## config.mk

```make
export PLATFORM = sky130hd
export DESIGN_NAME = apm_power_ctl
export DESIGN_NICKNAME = d
export VERILOG_FILES = /design/src/hw/apm_pkg.sv /design/src/hw/apm_power_ctl.sv
export SDC_FILE = /design/constraint.sdc
export NUM_CORES = 1
export LEC_CHECK = 0
export BUFFER_PORTS_ARGS = -buffer_cell sky130_fd_sc_hd__buf_2
export CAP_MARGIN = 10
export CORE_MARGIN = 4
export CORE_UTILIZATION = 54
export CTS_CLUSTER_DIAMETER = 100
export CTS_CLUSTER_SIZE = 20
export DETAILED_ROUTE_END_ITERATION = 7
export PLACE_DENSITY = 0.8
export SYNTH_ARGS = -nofsm -noshare
export SYNTH_HDL_FRONTEND = slang
export SYNTH_SLANG_ARGS = --single-unit
```

## constraint.sdc

```tcl
create_clock -name ref_clk -period 3.2 [get_ports ref_clk]
set_input_delay 0.64 -clock ref_clk [delete_from_list [all_inputs] [get_ports ref_clk]]
set_output_delay 0.64 -clock ref_clk [all_outputs]
set_load 0.005 [all_outputs]
```

## src/hw/apm_pkg.sv

```systemverilog
// Package for the converter power mode control block.
// Assumes one 50 MHz clock; converter clocks are enable pulses from a divider.
package apm_pkg;
  localparam int ADDR_W = 26;
  localparam int DATA_W = 16;
  // Register indices and byte addresses (byte address = 4 * index)
  localparam logic [23:0] PWR_IDX = 24'h19_0029;
  localparam logic [23:0] REF_IDX = 24'h19_002A;
  localparam logic [ADDR_W-1:0] PWR_ADDR = {PWR_IDX, 2'b00};
  localparam logic [ADDR_W-1:0] REF_ADDR = {REF_IDX, 2'b00};
  // Power control field positions
  localparam int B_ASB = 15;
  localparam int B_REF_STS = 12;
  localparam int B_B_STS = 11;
  localparam int B_A_STS = 10;
  localparam int B_DLY_HI = 9;
  localparam int B_DLY_LO = 4;
  localparam int B_APD = 3;
  localparam int B_PD_REF = 2;
  localparam int B_PD_B = 1;
  localparam int B_PD_A = 0;
  // Reference select field positions
  localparam int B_HREF = 15;
  localparam int B_LREF = 14;
  // Value after reset and register write masks
  localparam logic [5:0] DLY_RST = 6'h0D;
  localparam logic [DATA_W-1:0] PWR_WR_MASK = 16'h83FF;
  localparam logic [DATA_W-1:0] REF_WR_MASK = 16'hC000;
  // Clock rates and converter clock dividers
  localparam int CLK_HZ = 50_000_000;
  localparam int STBY_HZ = 100_000;
  localparam int CONV_HZ = 5_000_000;
  localparam logic [8:0] STBY_DIV = 9'(CLK_HZ / STBY_HZ);
  localparam logic [8:0] CONV_DIV = 9'(CLK_HZ / CONV_HZ);
  // Scan sequencing states
  typedef enum logic [2:0] {
    APM_IDLE = 3'b001,
    APM_WAKE = 3'b010,
    APM_ACT = 3'b100
  } apm_state_e;
  // Register port request
  typedef struct packed {
    logic [ADDR_W-1:0] addr;
    logic [DATA_W-1:0] wdata;
    logic wr;
    logic rd;
  } apm_req_s;
  // Analog side power controls
  typedef struct packed {
    logic conv_a_on;
    logic conv_b_on;
    logic ref_on;
    logic standby_current;
    logic standby_clk;
  } apm_pwr_s;
endpackage

```

## src/hw/apm_power_ctl.sv

```systemverilog
// Power mode control for a two-converter sampling unit and its shared reference.
// Assumes a scan sequencer that requests scans, waits for scan_go and reports busy,
// and software that keeps the manual power-up wait before starting a scan.
//
// Summary of operation
// Active while any converter runs a scan
// Standby current only at 100kHz standby clock
// One shared current mode, same cycle count
// Current mode changes only while idle
// Auto power-down overrides auto standby
// Auto standby idle: standby clock, standby current
// Auto standby start: conversion clock, delay, scan
// Back to idle restores standby clock, current
// Reference status reads 1 when powered down
// Converter B status: set now, clear delayed
// Converter A status behaves the same
// Six-bit power-up delay, reset value 13
// Auto power-down powers converters per scan
// Mode change mid-scan waits for idle
// Looping scans never reach low power
// Reference forced on, or follows converters
// Converter B power-down bit forces off
// Converter A power-down bit forces off
// Software waits delay after manual power-up
// Reference source select bits 15, 14
// Reserved bits read zero, ignore writes
// Delay counter, zero means no delay
//
// Added by the designer: the plain strobed port.
`timescale 1ns/1ps
module apm_power_ctl
  import apm_pkg::*;
(
  // Clock and reset
  input wire logic ref_clk,
  input wire logic reset,
  // Register port
  input wire apm_req_s req_i,
  output logic [DATA_W-1:0] rdata_o,
  // Scan sequencer
  input wire logic scan_req_i,
  input wire logic scan_need_a_i,
  input wire logic scan_need_b_i,
  input wire logic scan_busy_i,
  output logic scan_go_o,
  output logic unit_active_o,
  // Analog side
  output apm_pwr_s pwr_o,
  output logic conv_tick_o,
  output logic high_ref_select_o,
  output logic low_ref_select_o
);

  logic auto_standby_en_r;
  logic auto_powerdown_en_r;
  logic [5:0] powerup_delay_cycles_r;
  logic refgen_powerdown_ctl_r;
  logic [1:0] pd_r;
  logic [5:0] pu_cnt_r [2];
  logic [5:0] wake_cnt_r;
  logic [8:0] div_cnt_r;
  logic [1:0] need_r;
  logic seen_busy_r;
  logic [DATA_W-1:0] rdata_r;
  apm_state_e st_r, st_nxt;
  apm_pwr_s pwr_r;
  logic scan_go_r, active_r, tick_r, href_r, lref_r;
  logic wr_pwr, wr_ref;
  logic [1:0] wr_pd, conv_sts;
  logic stby_sel;

  // Register decode
  assign wr_pwr = req_i.wr && (req_i.addr == PWR_ADDR);
  assign wr_ref = req_i.wr && (req_i.addr == REF_ADDR);
  assign wr_pd = {req_i.wdata[B_PD_B], req_i.wdata[B_PD_A]};
  // Auto standby only counts when auto power-down is off
  assign stby_sel = auto_standby_en_r && !auto_powerdown_en_r;

  // Power control register, writable fields only
  always_ff @(posedge ref_clk) begin
    if (reset) begin
      auto_standby_en_r <= 1'b0;
      auto_powerdown_en_r <= 1'b0;
      powerup_delay_cycles_r <= DLY_RST;
      refgen_powerdown_ctl_r <= 1'b1;
      pd_r <= 2'b11;
    end else if (wr_pwr) begin
      auto_standby_en_r <= req_i.wdata[B_ASB];
      auto_powerdown_en_r <= req_i.wdata[B_APD];
      powerup_delay_cycles_r <= req_i.wdata[B_DLY_HI:B_DLY_LO];
      refgen_powerdown_ctl_r <= req_i.wdata[B_PD_REF];
      pd_r <= wr_pd;
    end
  end

  // Reference select register; bits 13-0 have no storage
  always_ff @(posedge ref_clk) begin
    if (reset) begin
      href_r <= 1'b0;
      lref_r <= 1'b0;
    end else if (wr_ref) begin
      href_r <= req_i.wdata[B_HREF];
      lref_r <= req_i.wdata[B_LREF];
    end
  end

  // Converter clock enable; the divider follows the selected clock source
  always_ff @(posedge ref_clk) begin
    if (reset) begin
      div_cnt_r <= 9'h000;
      tick_r <= 1'b0;
    end else if (div_cnt_r >= (pwr_r.standby_clk ? STBY_DIV : CONV_DIV) - 9'h001) begin
      div_cnt_r <= 9'h000;
      tick_r <= 1'b1;
    end else begin
      div_cnt_r <= div_cnt_r + 9'h001;
      tick_r <= 1'b0;
    end
  end

  // Manual power-up timers; a clear of a power-down bit starts the wait
  always_ff @(posedge ref_clk) begin
    if (reset) begin
      for (int i = 0; i < 2; i++) begin
        pu_cnt_r[i] <= 6'h00;
      end
    end else begin
      for (int i = 0; i < 2; i++) begin
        if (wr_pwr && pd_r[i] && !wr_pd[i]) begin
          // Take the delay from the same write, so a new delay and a power-up can share one access
          pu_cnt_r[i] <= req_i.wdata[B_DLY_HI:B_DLY_LO];
        end else if (wr_pwr && wr_pd[i]) begin
          pu_cnt_r[i] <= 6'h00;
        end else if (tick_r && pu_cnt_r[i] != 6'h00) begin
          pu_cnt_r[i] <= pu_cnt_r[i] - 6'h01;
        end
      end
    end
  end

  // Status: set at once by a power-down write, clears after the timer, or
  // follows the real power state under auto power-down
  always_comb begin
    for (int i = 0; i < 2; i++) begin
      if (pd_r[i]) begin
        conv_sts[i] = 1'b1;
      end else if (auto_powerdown_en_r) begin
        conv_sts[i] = i == 0 ? !pwr_r.conv_a_on : !pwr_r.conv_b_on;
      end else begin
        conv_sts[i] = pu_cnt_r[i] != 6'h00;
      end
    end
  end

  // Scan start sequencing; a zero delay skips the wake state
  always_comb begin
    st_nxt = st_r;
    unique case (st_r)
      APM_IDLE: begin
        if (scan_req_i) begin
          if ((auto_powerdown_en_r || auto_standby_en_r) && powerup_delay_cycles_r != 6'h00) begin
            st_nxt = APM_WAKE;
          end else begin
            st_nxt = APM_ACT;
          end
        end
      end
      APM_WAKE: begin
        if (tick_r && wake_cnt_r == 6'h00) begin
          st_nxt = APM_ACT;
        end
      end
      APM_ACT: begin
        // Looping scans keep busy high and so never leave here
        if (seen_busy_r && !scan_busy_i) begin
          st_nxt = APM_IDLE;
        end
      end
      default: st_nxt = APM_IDLE;
    endcase
  end

  // State, wake counter and scan permission
  always_ff @(posedge ref_clk) begin
    if (reset) begin
      st_r <= APM_IDLE;
      wake_cnt_r <= 6'h00;
      scan_go_r <= 1'b0;
      need_r <= 2'b00;
    end else begin
      st_r <= st_nxt;
      scan_go_r <= st_r != APM_ACT && st_nxt == APM_ACT;
      if (st_r == APM_IDLE && scan_req_i) begin
        need_r <= {scan_need_b_i, scan_need_a_i};
        wake_cnt_r <= powerup_delay_cycles_r - 6'h01;
      end else if (st_r == APM_WAKE && tick_r && wake_cnt_r != 6'h00) begin
        wake_cnt_r <= wake_cnt_r - 6'h01;
      end
    end
  end

  // Busy seen since the scan was released; guards the return to idle
  always_ff @(posedge ref_clk) begin
    if (reset) begin
      seen_busy_r <= 1'b0;
      active_r <= 1'b0;
    end else begin
      seen_busy_r <= st_nxt == APM_ACT && (seen_busy_r || scan_busy_i);
      active_r <= st_nxt != APM_IDLE || scan_busy_i;
    end
  end

  // Analog controls follow the next state so they line up with it
  always_ff @(posedge ref_clk) begin
    if (reset) begin
      pwr_r <= '0;
    end else begin
      // One shared current mode, moved only while idle
      pwr_r.standby_current <= st_nxt == APM_IDLE && stby_sel;
      pwr_r.standby_clk <= st_nxt == APM_IDLE && stby_sel;
      pwr_r.conv_a_on <= !pd_r[0] && !(wr_pwr && wr_pd[0]) &&
        (!auto_powerdown_en_r || (st_nxt != APM_IDLE &&
        (st_r == APM_IDLE ? scan_need_a_i : need_r[0])));
      pwr_r.conv_b_on <= !pd_r[1] && !(wr_pwr && wr_pd[1]) &&
        (!auto_powerdown_en_r || (st_nxt != APM_IDLE &&
        (st_r == APM_IDLE ? scan_need_b_i : need_r[1])));
      pwr_r.ref_on <= !refgen_powerdown_ctl_r || pwr_r.conv_a_on || pwr_r.conv_b_on;
    end
  end

  // Read data, one cycle after the strobe; reserved bits stay zero
  always_ff @(posedge ref_clk) begin
    if (reset) begin
      rdata_r <= 16'h0000;
    end else if (req_i.rd && req_i.addr == PWR_ADDR) begin
      rdata_r <= 16'h0000;
      rdata_r[B_ASB] <= auto_standby_en_r;
      rdata_r[B_REF_STS] <= !pwr_r.ref_on;
      rdata_r[B_B_STS] <= conv_sts[1];
      rdata_r[B_A_STS] <= conv_sts[0];
      rdata_r[B_DLY_HI:B_DLY_LO] <= powerup_delay_cycles_r;
      rdata_r[B_APD] <= auto_powerdown_en_r;
      rdata_r[B_PD_REF] <= refgen_powerdown_ctl_r;
      rdata_r[B_PD_B:B_PD_A] <= pd_r;
    end else if (req_i.rd && req_i.addr == REF_ADDR) begin
      rdata_r <= {href_r, lref_r, 14'h0000};
    end else begin
      rdata_r <= 16'h0000;
    end
  end

  // Outputs straight from flip-flops
  assign rdata_o = rdata_r;
  assign scan_go_o = scan_go_r;
  assign unit_active_o = active_r;
  assign pwr_o = pwr_r;
  assign conv_tick_o = tick_r;
  assign high_ref_select_o = href_r;
  assign low_ref_select_o = lref_r;
endmodule

```

==> Yosys cells after proc, flatten, opt, wreduce, memory -nomap -nowiden <==
Memory sizes are Yosys's and may differ from the RTL's.
Index checks and enable logic that the tools add are counted.
{ "op_classes": {"addsub": 6, "order_cmp": 1, "eq_ne": 9, "n_mux": 49, "n_bitwise": 7, "n_reduce_logical": 56} }
{ "ops": {"columns": ["op", "count"], "rows": [
  ["$eq 26x23->1 const B", 2],
  ["$mux 6", 8],
  ["$mux 1", 33],
  ["$mux 16", 2],
  ["$logic_and 1x1->1", 28],
  ["$reduce_bool 6->1", 4],
  ["$sub 6x1->6 const B", 4],
  ["$logic_not 1->1", 12],
  ["$mux 3", 4],
  ["$add 9x1->9 const B", 1],
  ["$ge 9x9->1", 1],
  ["$mux 9", 1],
  ["$pmux 3 s3", 1],
  ["$sub 9x1->9 const B", 1],
  ["$logic_or 1x1->1", 7],
  ["$eq 3x1->1 const B", 2],
  ["$eq 3x3->1 const B", 2],
  ["$logic_not 6->1", 1],
  ["$or 1x1->1", 6],
  ["$reduce_or 2->1", 2],
  ["$eq 3x2->1 const B", 1],
  ["$ne 3x1->1 const B", 1],
  ["$ne 3x3->1 const B", 1],
  ["$reduce_or 3->1", 1],
  ["other kinds (2)", 2]
]} }
{ "totals": {"reg_bits": 57, "ramBits": 12, "inputBits": 50, "wordCells": 151, "n_memories": 1} }
{ "memory_table": {"columns": ["name", "words", "width", "read_ports", "rd_clocked_by_memory_dff", "write_ports", "line", "text"], "rows": [
  ["pu_cnt_r", 2, 6, 2, 0, 2, "apm_power_ctl.sv:59", "logic [5:0] pu_cnt_r [2];"]
]} }

==> Longest topological paths before layout <==
Gate-level depths: netlist of the first run.
{ "logic_depth": {"ltp_word": 10, "depth_mapped": 9, "ltp_nobuf": 9} }

==> Least setup slack after synthesis of the first run <==
Ideal clock, no wire load.
{ "synth_path": {"kind": "input to register", "from": "in req_i[24] (netlist name)", "to": "mem pu_cnt_r[1][0], enable pin", "setup_time_ps": 377, "arrival_time_ps": 2105, "required_ps": 2823, "path_slack_ps": 718, "stages": 5, "path_cell_list": "nor4_1 -> and2_1 -> nand4_1 -> clkbuf_1 -> o21ai_0"} }
{ "synth_lines": {"columns": ["item", "line", "text"], "rows": [
  ["start, declared", "apm_power_ctl.sv:38", "input wire apm_req_s req_i,"],
  ["end, declared", "apm_power_ctl.sv:59", null]
]} }

==> results of run 1 <==
-- cell type report --
cell class / count / area share (%)
well taps: 75 / 2.37
multi-input cells: 263 / 44.9
repair buffers: 74 / 9.61
clock inverters: 3 / 0.506
flip-flops and latches: 68 / 37.4
inverters: 13 / 1.23
clock buffers: 12 / 3.95
-- layer usage --
layer  vias to the layer above  part of all wire, %  global-route usage, %
li1                       1432                    -                      -
met1                      1318                   47                   28.4
met2                        69                   47                   32.0
met3                         9                  5.0                   4.07
met4                         0                  1.4                   8.37
met5                         -                    0                      0
-- metrics by stage --
step	cell area (sq um)	utilization [%]	hold slack [ns]
floorplan	3380	-	0.422
global placement	3780	63.1	0.422
detailed placement	3780	63.1	0.428
CTS	3960	66.0	0.443
global route	3960	66.0	0.476
finish	3960	66.0	0.447
-- worst paths after layout --
check,depth (start not counted),end,slack (ns)
max,6,pu_cnt_r[1][2],0.79
min,1,rdata_o[12],0.45
max reg2reg,7,pu_cnt_r[1][2],0.88
min reg2reg,1,rdata_o[12],0.45
-- worst max-delay path, cell delays in order --
cell and delay [ns]:
buf_2 0.09, nor4_1 0.45, and2_1 0.27, nand4_1 0.32
o21ai_1 0.54, o2bb2ai_1 0.15
-- where the power goes --
part	leakage (nW)	switching, W	internal [W]
combinational	0.964	0.0000839	0.0000724
sequential	0.578	0.0000184	0.000890
clock	0.0919	0.000313	0.000325
-- flip-flops by register name, summed over array words and instances (netlist names) --
name                    cells
auto_powerdown_en_r         1
auto_standby_en_r           1
conv_tick_o                 1
div_cnt_r                   9
high_ref_select_o           1
low_ref_select_o            1
need_r                      2
pd_r                        2
powerup_delay_cycles_r      6
pu_cnt_r                   12
pwr_o                       4
rdata_o                    15
refgen_powerdown_ctl_r      1
scan_go_o                   1
seen_busy_r                 1
st_r                        3
unit_active_o               1
wake_cnt_r                  6
-- kinds of logic after synthesis --
| group | after synthesis | share of synthesized area [%] |
|---|---|---|
| other | 1 | 0.111 |
| buffers and inverters | 26 | 3.74 |
| multiplexers | 6 | 1.81 |
| adder cells (fa/ha/maj) | 12 | 4.44 |
| AND/OR/NAND/NOR | 154 | 25.9 |
| AO/OA/AOI/OAI | 71 | 15.3 |
| XOR/XNOR | 19 | 4.92 |
| flip-flops | 68 | 43.8 |
-- cell usage after synthesis (3+ instances only) --
| library cell | instances |
|---|---|
| a21o_1 | 6 |
| ha_1 | 12 |
| nor3b_1 | 3 |
| mux2i_1 | 5 |
| xnor2_1 | 11 |
| nor2_1 | 25 |
| nor3_1 | 21 |
| o211ai_1 | 6 |
| nor4b_2 | 4 |
| o21ai_0 | 4 |
| edfxtp_1 | 12 |
| nand4_1 | 7 |
| and2_1 | 12 |
| nand2b_1 | 3 |
| a31oi_1 | 4 |
| o2bb2ai_1 | 6 |
| inv_1 | 13 |
| nor2b_1 | 3 |
| a211oi_1 | 3 |
| nand3_1 | 16 |
| or3_1 | 4 |
| and3_1 | 5 |
| nand2_1 | 33 |
| buf_4 | 3 |
| dfxtp_1 | 56 |
| o21a_1 | 4 |
| xor2_1 | 8 |
| clkbuf_1 | 6 |
| a21oi_1 | 25 |
==> run summary, run 1 <==
The power density over the cells came out at 430 mW/mm^2. Ranked by total cell area, the synthesized netlist is headed by dfxtp_1, edfxtp_1, ha_1, a21oi_1, nand2_1. The transition time at the pin with the least slew margin came out at 0.678 ns. The sort of element at the start of the critical path is an input port. The final number of hold-violating endpoints came out at 0. The root buffer selected by CTS is clkbuf_8. The initial antenna violation count came out at 0. TritonCTS built the clock tree. In this run, CTS created clock tree buffers numbering 9. Setup repair after global routing left no endpoint under its margin. The per-instance average area after synthesis is 9.48 sq um.

The floorplan step defined a die boundary enclosing 0.00760 sq mm. The die width is 87.2 um. The critical path data arrival time is 2.48 ns. The detailed router's first-iteration violation count is 151. The routed wire length came out at 7450 um. The number of hold buffers added after cts is 0. The worst setup path is of the in -> reg kind. The floorplan step set the die height to 87.2 um. The post-CTS repair timing setup buffer count is 0. The number of warnings printed during yosys synthesis is 0. Across all setup checks in the final design, the least slack found is 0.791 ns. The first global-routing pass estimated 12300 um of wire. The count of input and output buffers came out at 70. The worst register-to-register path begins at pu_cnt_r[0][0]. The tree built by TritonCTS fans out to 68 sinks. The cell type with the highest aggregate area in the netlist is dfxtp_1. The HPWL after detailed placement is 5540 um. The floorplan core area came out at 0.00599 sq mm. The share of synthesized registers carrying an async set or reset came out at 0%. The residual overflow from global routing came out at 0.

Of the post-synthesis cell area, the dominant cell type holds 33.1%. The max-cap violation count came out at 0. The area overhead of the layout relative to synthesis came out at 16.9%.

The cell area that synthesis handed to floorplanning was 0.00338 sq mm. The total design power is 0.00170 W. The post-placement cell count came out at 493. The count of filler cells inserted in the layout is 501. The first-pass iteration count of the detailed router is 5. The final-report max-slew violation count was 0. The routed via count divided by cell count came out at 5.57.

The final-layout setup total negative slack came out at 0 ns. The total vias in the final route came out at 2828. Synthesis produced a netlist whose cell count is 357. The flip-flop and latch count after synthesis came out at 68. The count of pins on the block boundary came out at 76. The clock tree skew after final layout came out at 0.00737 ns. The last weighted congestion value of the routability-driven placer is 0.836. STA classifies the critical path endpoint as a flip-flop. The worst-case clock buffer depth came out at 2. The final critical path time including I/O delays and setup is 2.41 ns. The most critical setup path has its startpoint at req_i[24].

The register clock-pin slew on the reported worst setup and hold paths came out at 0.07 ns. The start point of the worst hold path is pwr_o[2]. The total area of multi-input combinational cells is 0.00178 sq mm.

The via count of the first global-routing pass is 2636. The critical-path maximum fanout is 8. The initial core utilization is 56.5%. The sequential element share of the synthesized area came out at 43.8%. After layout, the worst path uses 75.3% of the clock period. The cell leakage power came out at 1.63 nW.

Entering global routing, the biggest net connects 25 pins. The post-layout net count came out at 491. The floorplan has 28 rows. The run finished with clean final reports.

The library cells used most frequently in the layout, excluding fill and tap cells, are buf_2, dfxtp_1, nand2_1, nor2_1, a21oi_1. The number of nets with antenna violations after detailed routing is 0. For this run, the total global-route usage over all layers was measured as 20.7%. The latest clock arrival within the worst-skew pair came out at 0.34 ns. The worst-case vdd ir drop came out at 252 uV. The setup violation total in the final timing report came out at 0. The tightest min-delay check is of the reg -> reg type.

The library cell used most frequently in the layout, excluding fill and tap cells, is buf_2. The count of unique library cells instantiated by Yosys is 59. The normalized max-slew margin came out at 54.5%. The routed wirelength normalized by instance count is 14.7 um. The number of non-filler instances in the completed layout came out at 508. STA puts the critical path data required time at 3.27 ns. The number of gates resized after CTS is 0. The number of diodes came out at 0. The fmax is 0.415 GHz.

Timing analysis after detailed placement gives a worst setup slack of 0.488 ns. The number of enable flip-flop cells after synthesis is 12. The fraction of final layout cells sized beyond drive strength 1 came out at 25.2%. Across the whole layout, storage elements account for 0.00148 sq mm. The deepest level of the CTS H-tree came out at 3.

The number of nets handed over by synthesis was 419. The remaining routing DRC violations came out at 0. For this run, the leading register cell type out of synthesis is dfxtp_1.
(Power assumes the default switching activity.)
==> run 2: changes to the inputs <==
Settings changed: CORE_UTILIZATION 54 to 49, PLACE_DENSITY 0.8 to 0.76.
Clock period 3.2 ns to 2 ns, I/O delays scaled along.
==> run summary, run 2 (synthesis results as in run 1) <==
The flow ran to the end, but the final reports show violations. The final reports fail on negative setup slack. The area of placed instances was 0.00399 sq mm (+5.6%). The number of flip-flops in the largest register was 15 (unchanged). The start point of the worst hold path is scan_busy_i. Static timing analysis puts the maximum clock frequency at 0.485 GHz. The fraction of final layout cells sized beyond drive strength 1 came out at 33.1% (+7.9 points). The critical path is of the reg -> reg type. The routed wirelength normalized by instance count was 14.8 um (+1.1%). Setup repair after global routing could not meet its margin everywhere.

The cell leakage power came out at 1.82 nW (+11%). The final-report max-slew violation count is 0 (unchanged). The number of diodes came out at 0 (unchanged). The count of input and output buffers came out at 70 (unchanged). The initial core utilization is 50.1% (-6.4 points). The detailed router's first-iteration violation count is 204 (+35%).

The clock tree skew after final layout came out at 0.00662 ns (-0.000753 ns). The initial antenna violation count came out at 0 (unchanged). The cell row count is 30 (+7.1%). The count of pins on the block boundary is 76 (unchanged).

The max-cap violation count is 0 (unchanged). The share of the clock period used by the worst path is 103%. TritonCTS built the clock tree.

The final critical-path setup slack came out at -0.0630 ns (-0.854 ns). The post-layout net count came out at 519 (+5.7%). The first-pass iteration count of the detailed router is 4 (-1). The element type at the critical path end is a flip-flop. The setup violation total in the final timing report came out at 12 (+12).

In the layout the commonest cells are buf_2, dfxtp_1, nand2_1, buf_4, nor2_1. The floorplan core area is 0.00676 sq mm (+13%). The via count of the first global-routing pass was 2951 (+12%). The most critical setup path has its startpoint at pu_cnt_r[0][0]. The area overhead of the layout relative to synthesis is 26.8%.

The number of nets with antenna violations after detailed routing was 0 (unchanged). The routed wire length was 8040 um (+7.8%). The data required time at the worst endpoint is 2.10 ns (-1.17 ns). The maximum number of pins on one net before global-route repair is 28 (+12%).

The height of the chip came out at 91.1 um (+4.5%). The global-route usage over all layers is 19.9% (-0.85 points). Clock tree synthesis selected as its root buffer the cell clkbuf_8.

The worst-case vdd ir drop came out at 444 uV (+76%). The worst hold path belongs to the class in -> reg. The power density over the cells came out at 698 mW/mm^2 (+62%). The smallest clock period supported by the final layout is computed as 2.06 ns.

The latest clock arrival within the worst-skew pair came out at 0.35 ns (about the same). The worst-case clock buffer depth is 2 (unchanged). The pre-CTS worst setup slack came out at -0.136 ns (-0.624 ns). The total die area came out at 0.00830 sq mm (+9.2%).

The final-layout setup total negative slack came out at -0.539 ns (-0.539 ns). The routed via count divided by cell count is 5.52 (-0.87%). The post-placement cell count is 522 (+5.9%). The residual overflow from global routing was 0 (unchanged).

The first-pass GRT wire length came out at 13400 um (+9.1%). The critical path data arrival time is 2.16 ns (-0.32 ns). The last weighted congestion value of the routability-driven placer came out at 0.877 (+4.9%). The remaining routing DRC violations was 0 (unchanged). The deepest level of the CTS H-tree is 3 (unchanged). The final design instance area without fill came out at 0.00429 sq mm (+8.4%). The register clock-pin slew on the reported worst setup and hold paths is 0.07 ns (about the same). The TritonCTS sink count is 68 (unchanged). The number of buffers created by CTS was 9 (unchanged). Leaving out fill and tap cells, the most frequent cell in the layout is buf_2. The final core utilization came out at 63.5% (-2.5 points). The HPWL after detailed placement came out at 6000 um (+8.3%). The die width is 91.1 um (+4.5%). The sort of element at the start of the critical path is a flip-flop.

The final number of hold-violating endpoints came out at 0 (unchanged). The total vias in the final route came to 2991 (+5.8%). The critical-path maximum fanout was 6 (-2). The worst register-to-register path begins at pu_cnt_r[0][0]. The number of non-filler instances in the completed layout is 542 (+6.7%).
==> run 2: area by class of cell <==
type / instances / area [sq um]
sequential: 68 / 1480
multi-input combinational: 263 / 1840
clock inverter: 4 / 51.3
clock buffer: 12 / 176
fill: 574 / 2470
timing repair buffer: 102 / 591
tap: 80 / 100
inverter: 13 / 48.8
==> run 2: critical path, stage by stage, from the launching register on <==
cell	delay (ns)
edfxtp_1	0.40
inv_2	0.10
ha_4	0.14
or3b_4	0.37
or3_4	0.38
a2bb2oi_4	0.19
a311oi_4	0.07
o2bb2ai_1	0.16
==> run 2: path summary, 6_finish.rpt <==
path | cells after the start | end | slack, ns
setup / recovery | 7 | pu_cnt_r[1][3] | -0.06
hold / removal | 3 | seen_busy_r | 0.28
hold reg to reg | 1 | rdata_o[12] | 0.44
setup reg to reg | 7 | pu_cnt_r[1][3] | -0.06
==> run 2: per-stage QoR <==
stage                     hold slack [ns]  total power [W]
after global routing                0.287          0.00310
after floorplan                     0.422          0.00164
final                               0.282          0.00299
after global placement              0.411          0.00174
after CTS                           0.271          0.00301
after detailed placement            0.411          0.00175
==> run 2: repair_timing <==
| item | 4_1_cts | 5_1_grt |
|---|---|---|
| buffers inserted | 2 | 2 |
| gates resized for setup | 4 | 6 |
| endpoints found under the setup margin | 19 | 27 |
| cloned | 0 | 0 |
| pin swaps | 0 | 4 |
| hold buffers | 0 | 0 |
==> run 2: power by group <==
part           switching [W]  total (W)  internal (W)
clock               0.000534    0.00126      0.000723
combinational       0.000145   0.000282      0.000137
sequential         0.0000318    0.00146       0.00142
total               0.000710    0.00299       0.00228
==> run 2: routing by layer <==
layer	GRT usage, %	share of wire (%)
met5	0	0
met4	6.78	1.2
met3	4.14	4.6
met2	34.4	49
met1	24.4	45
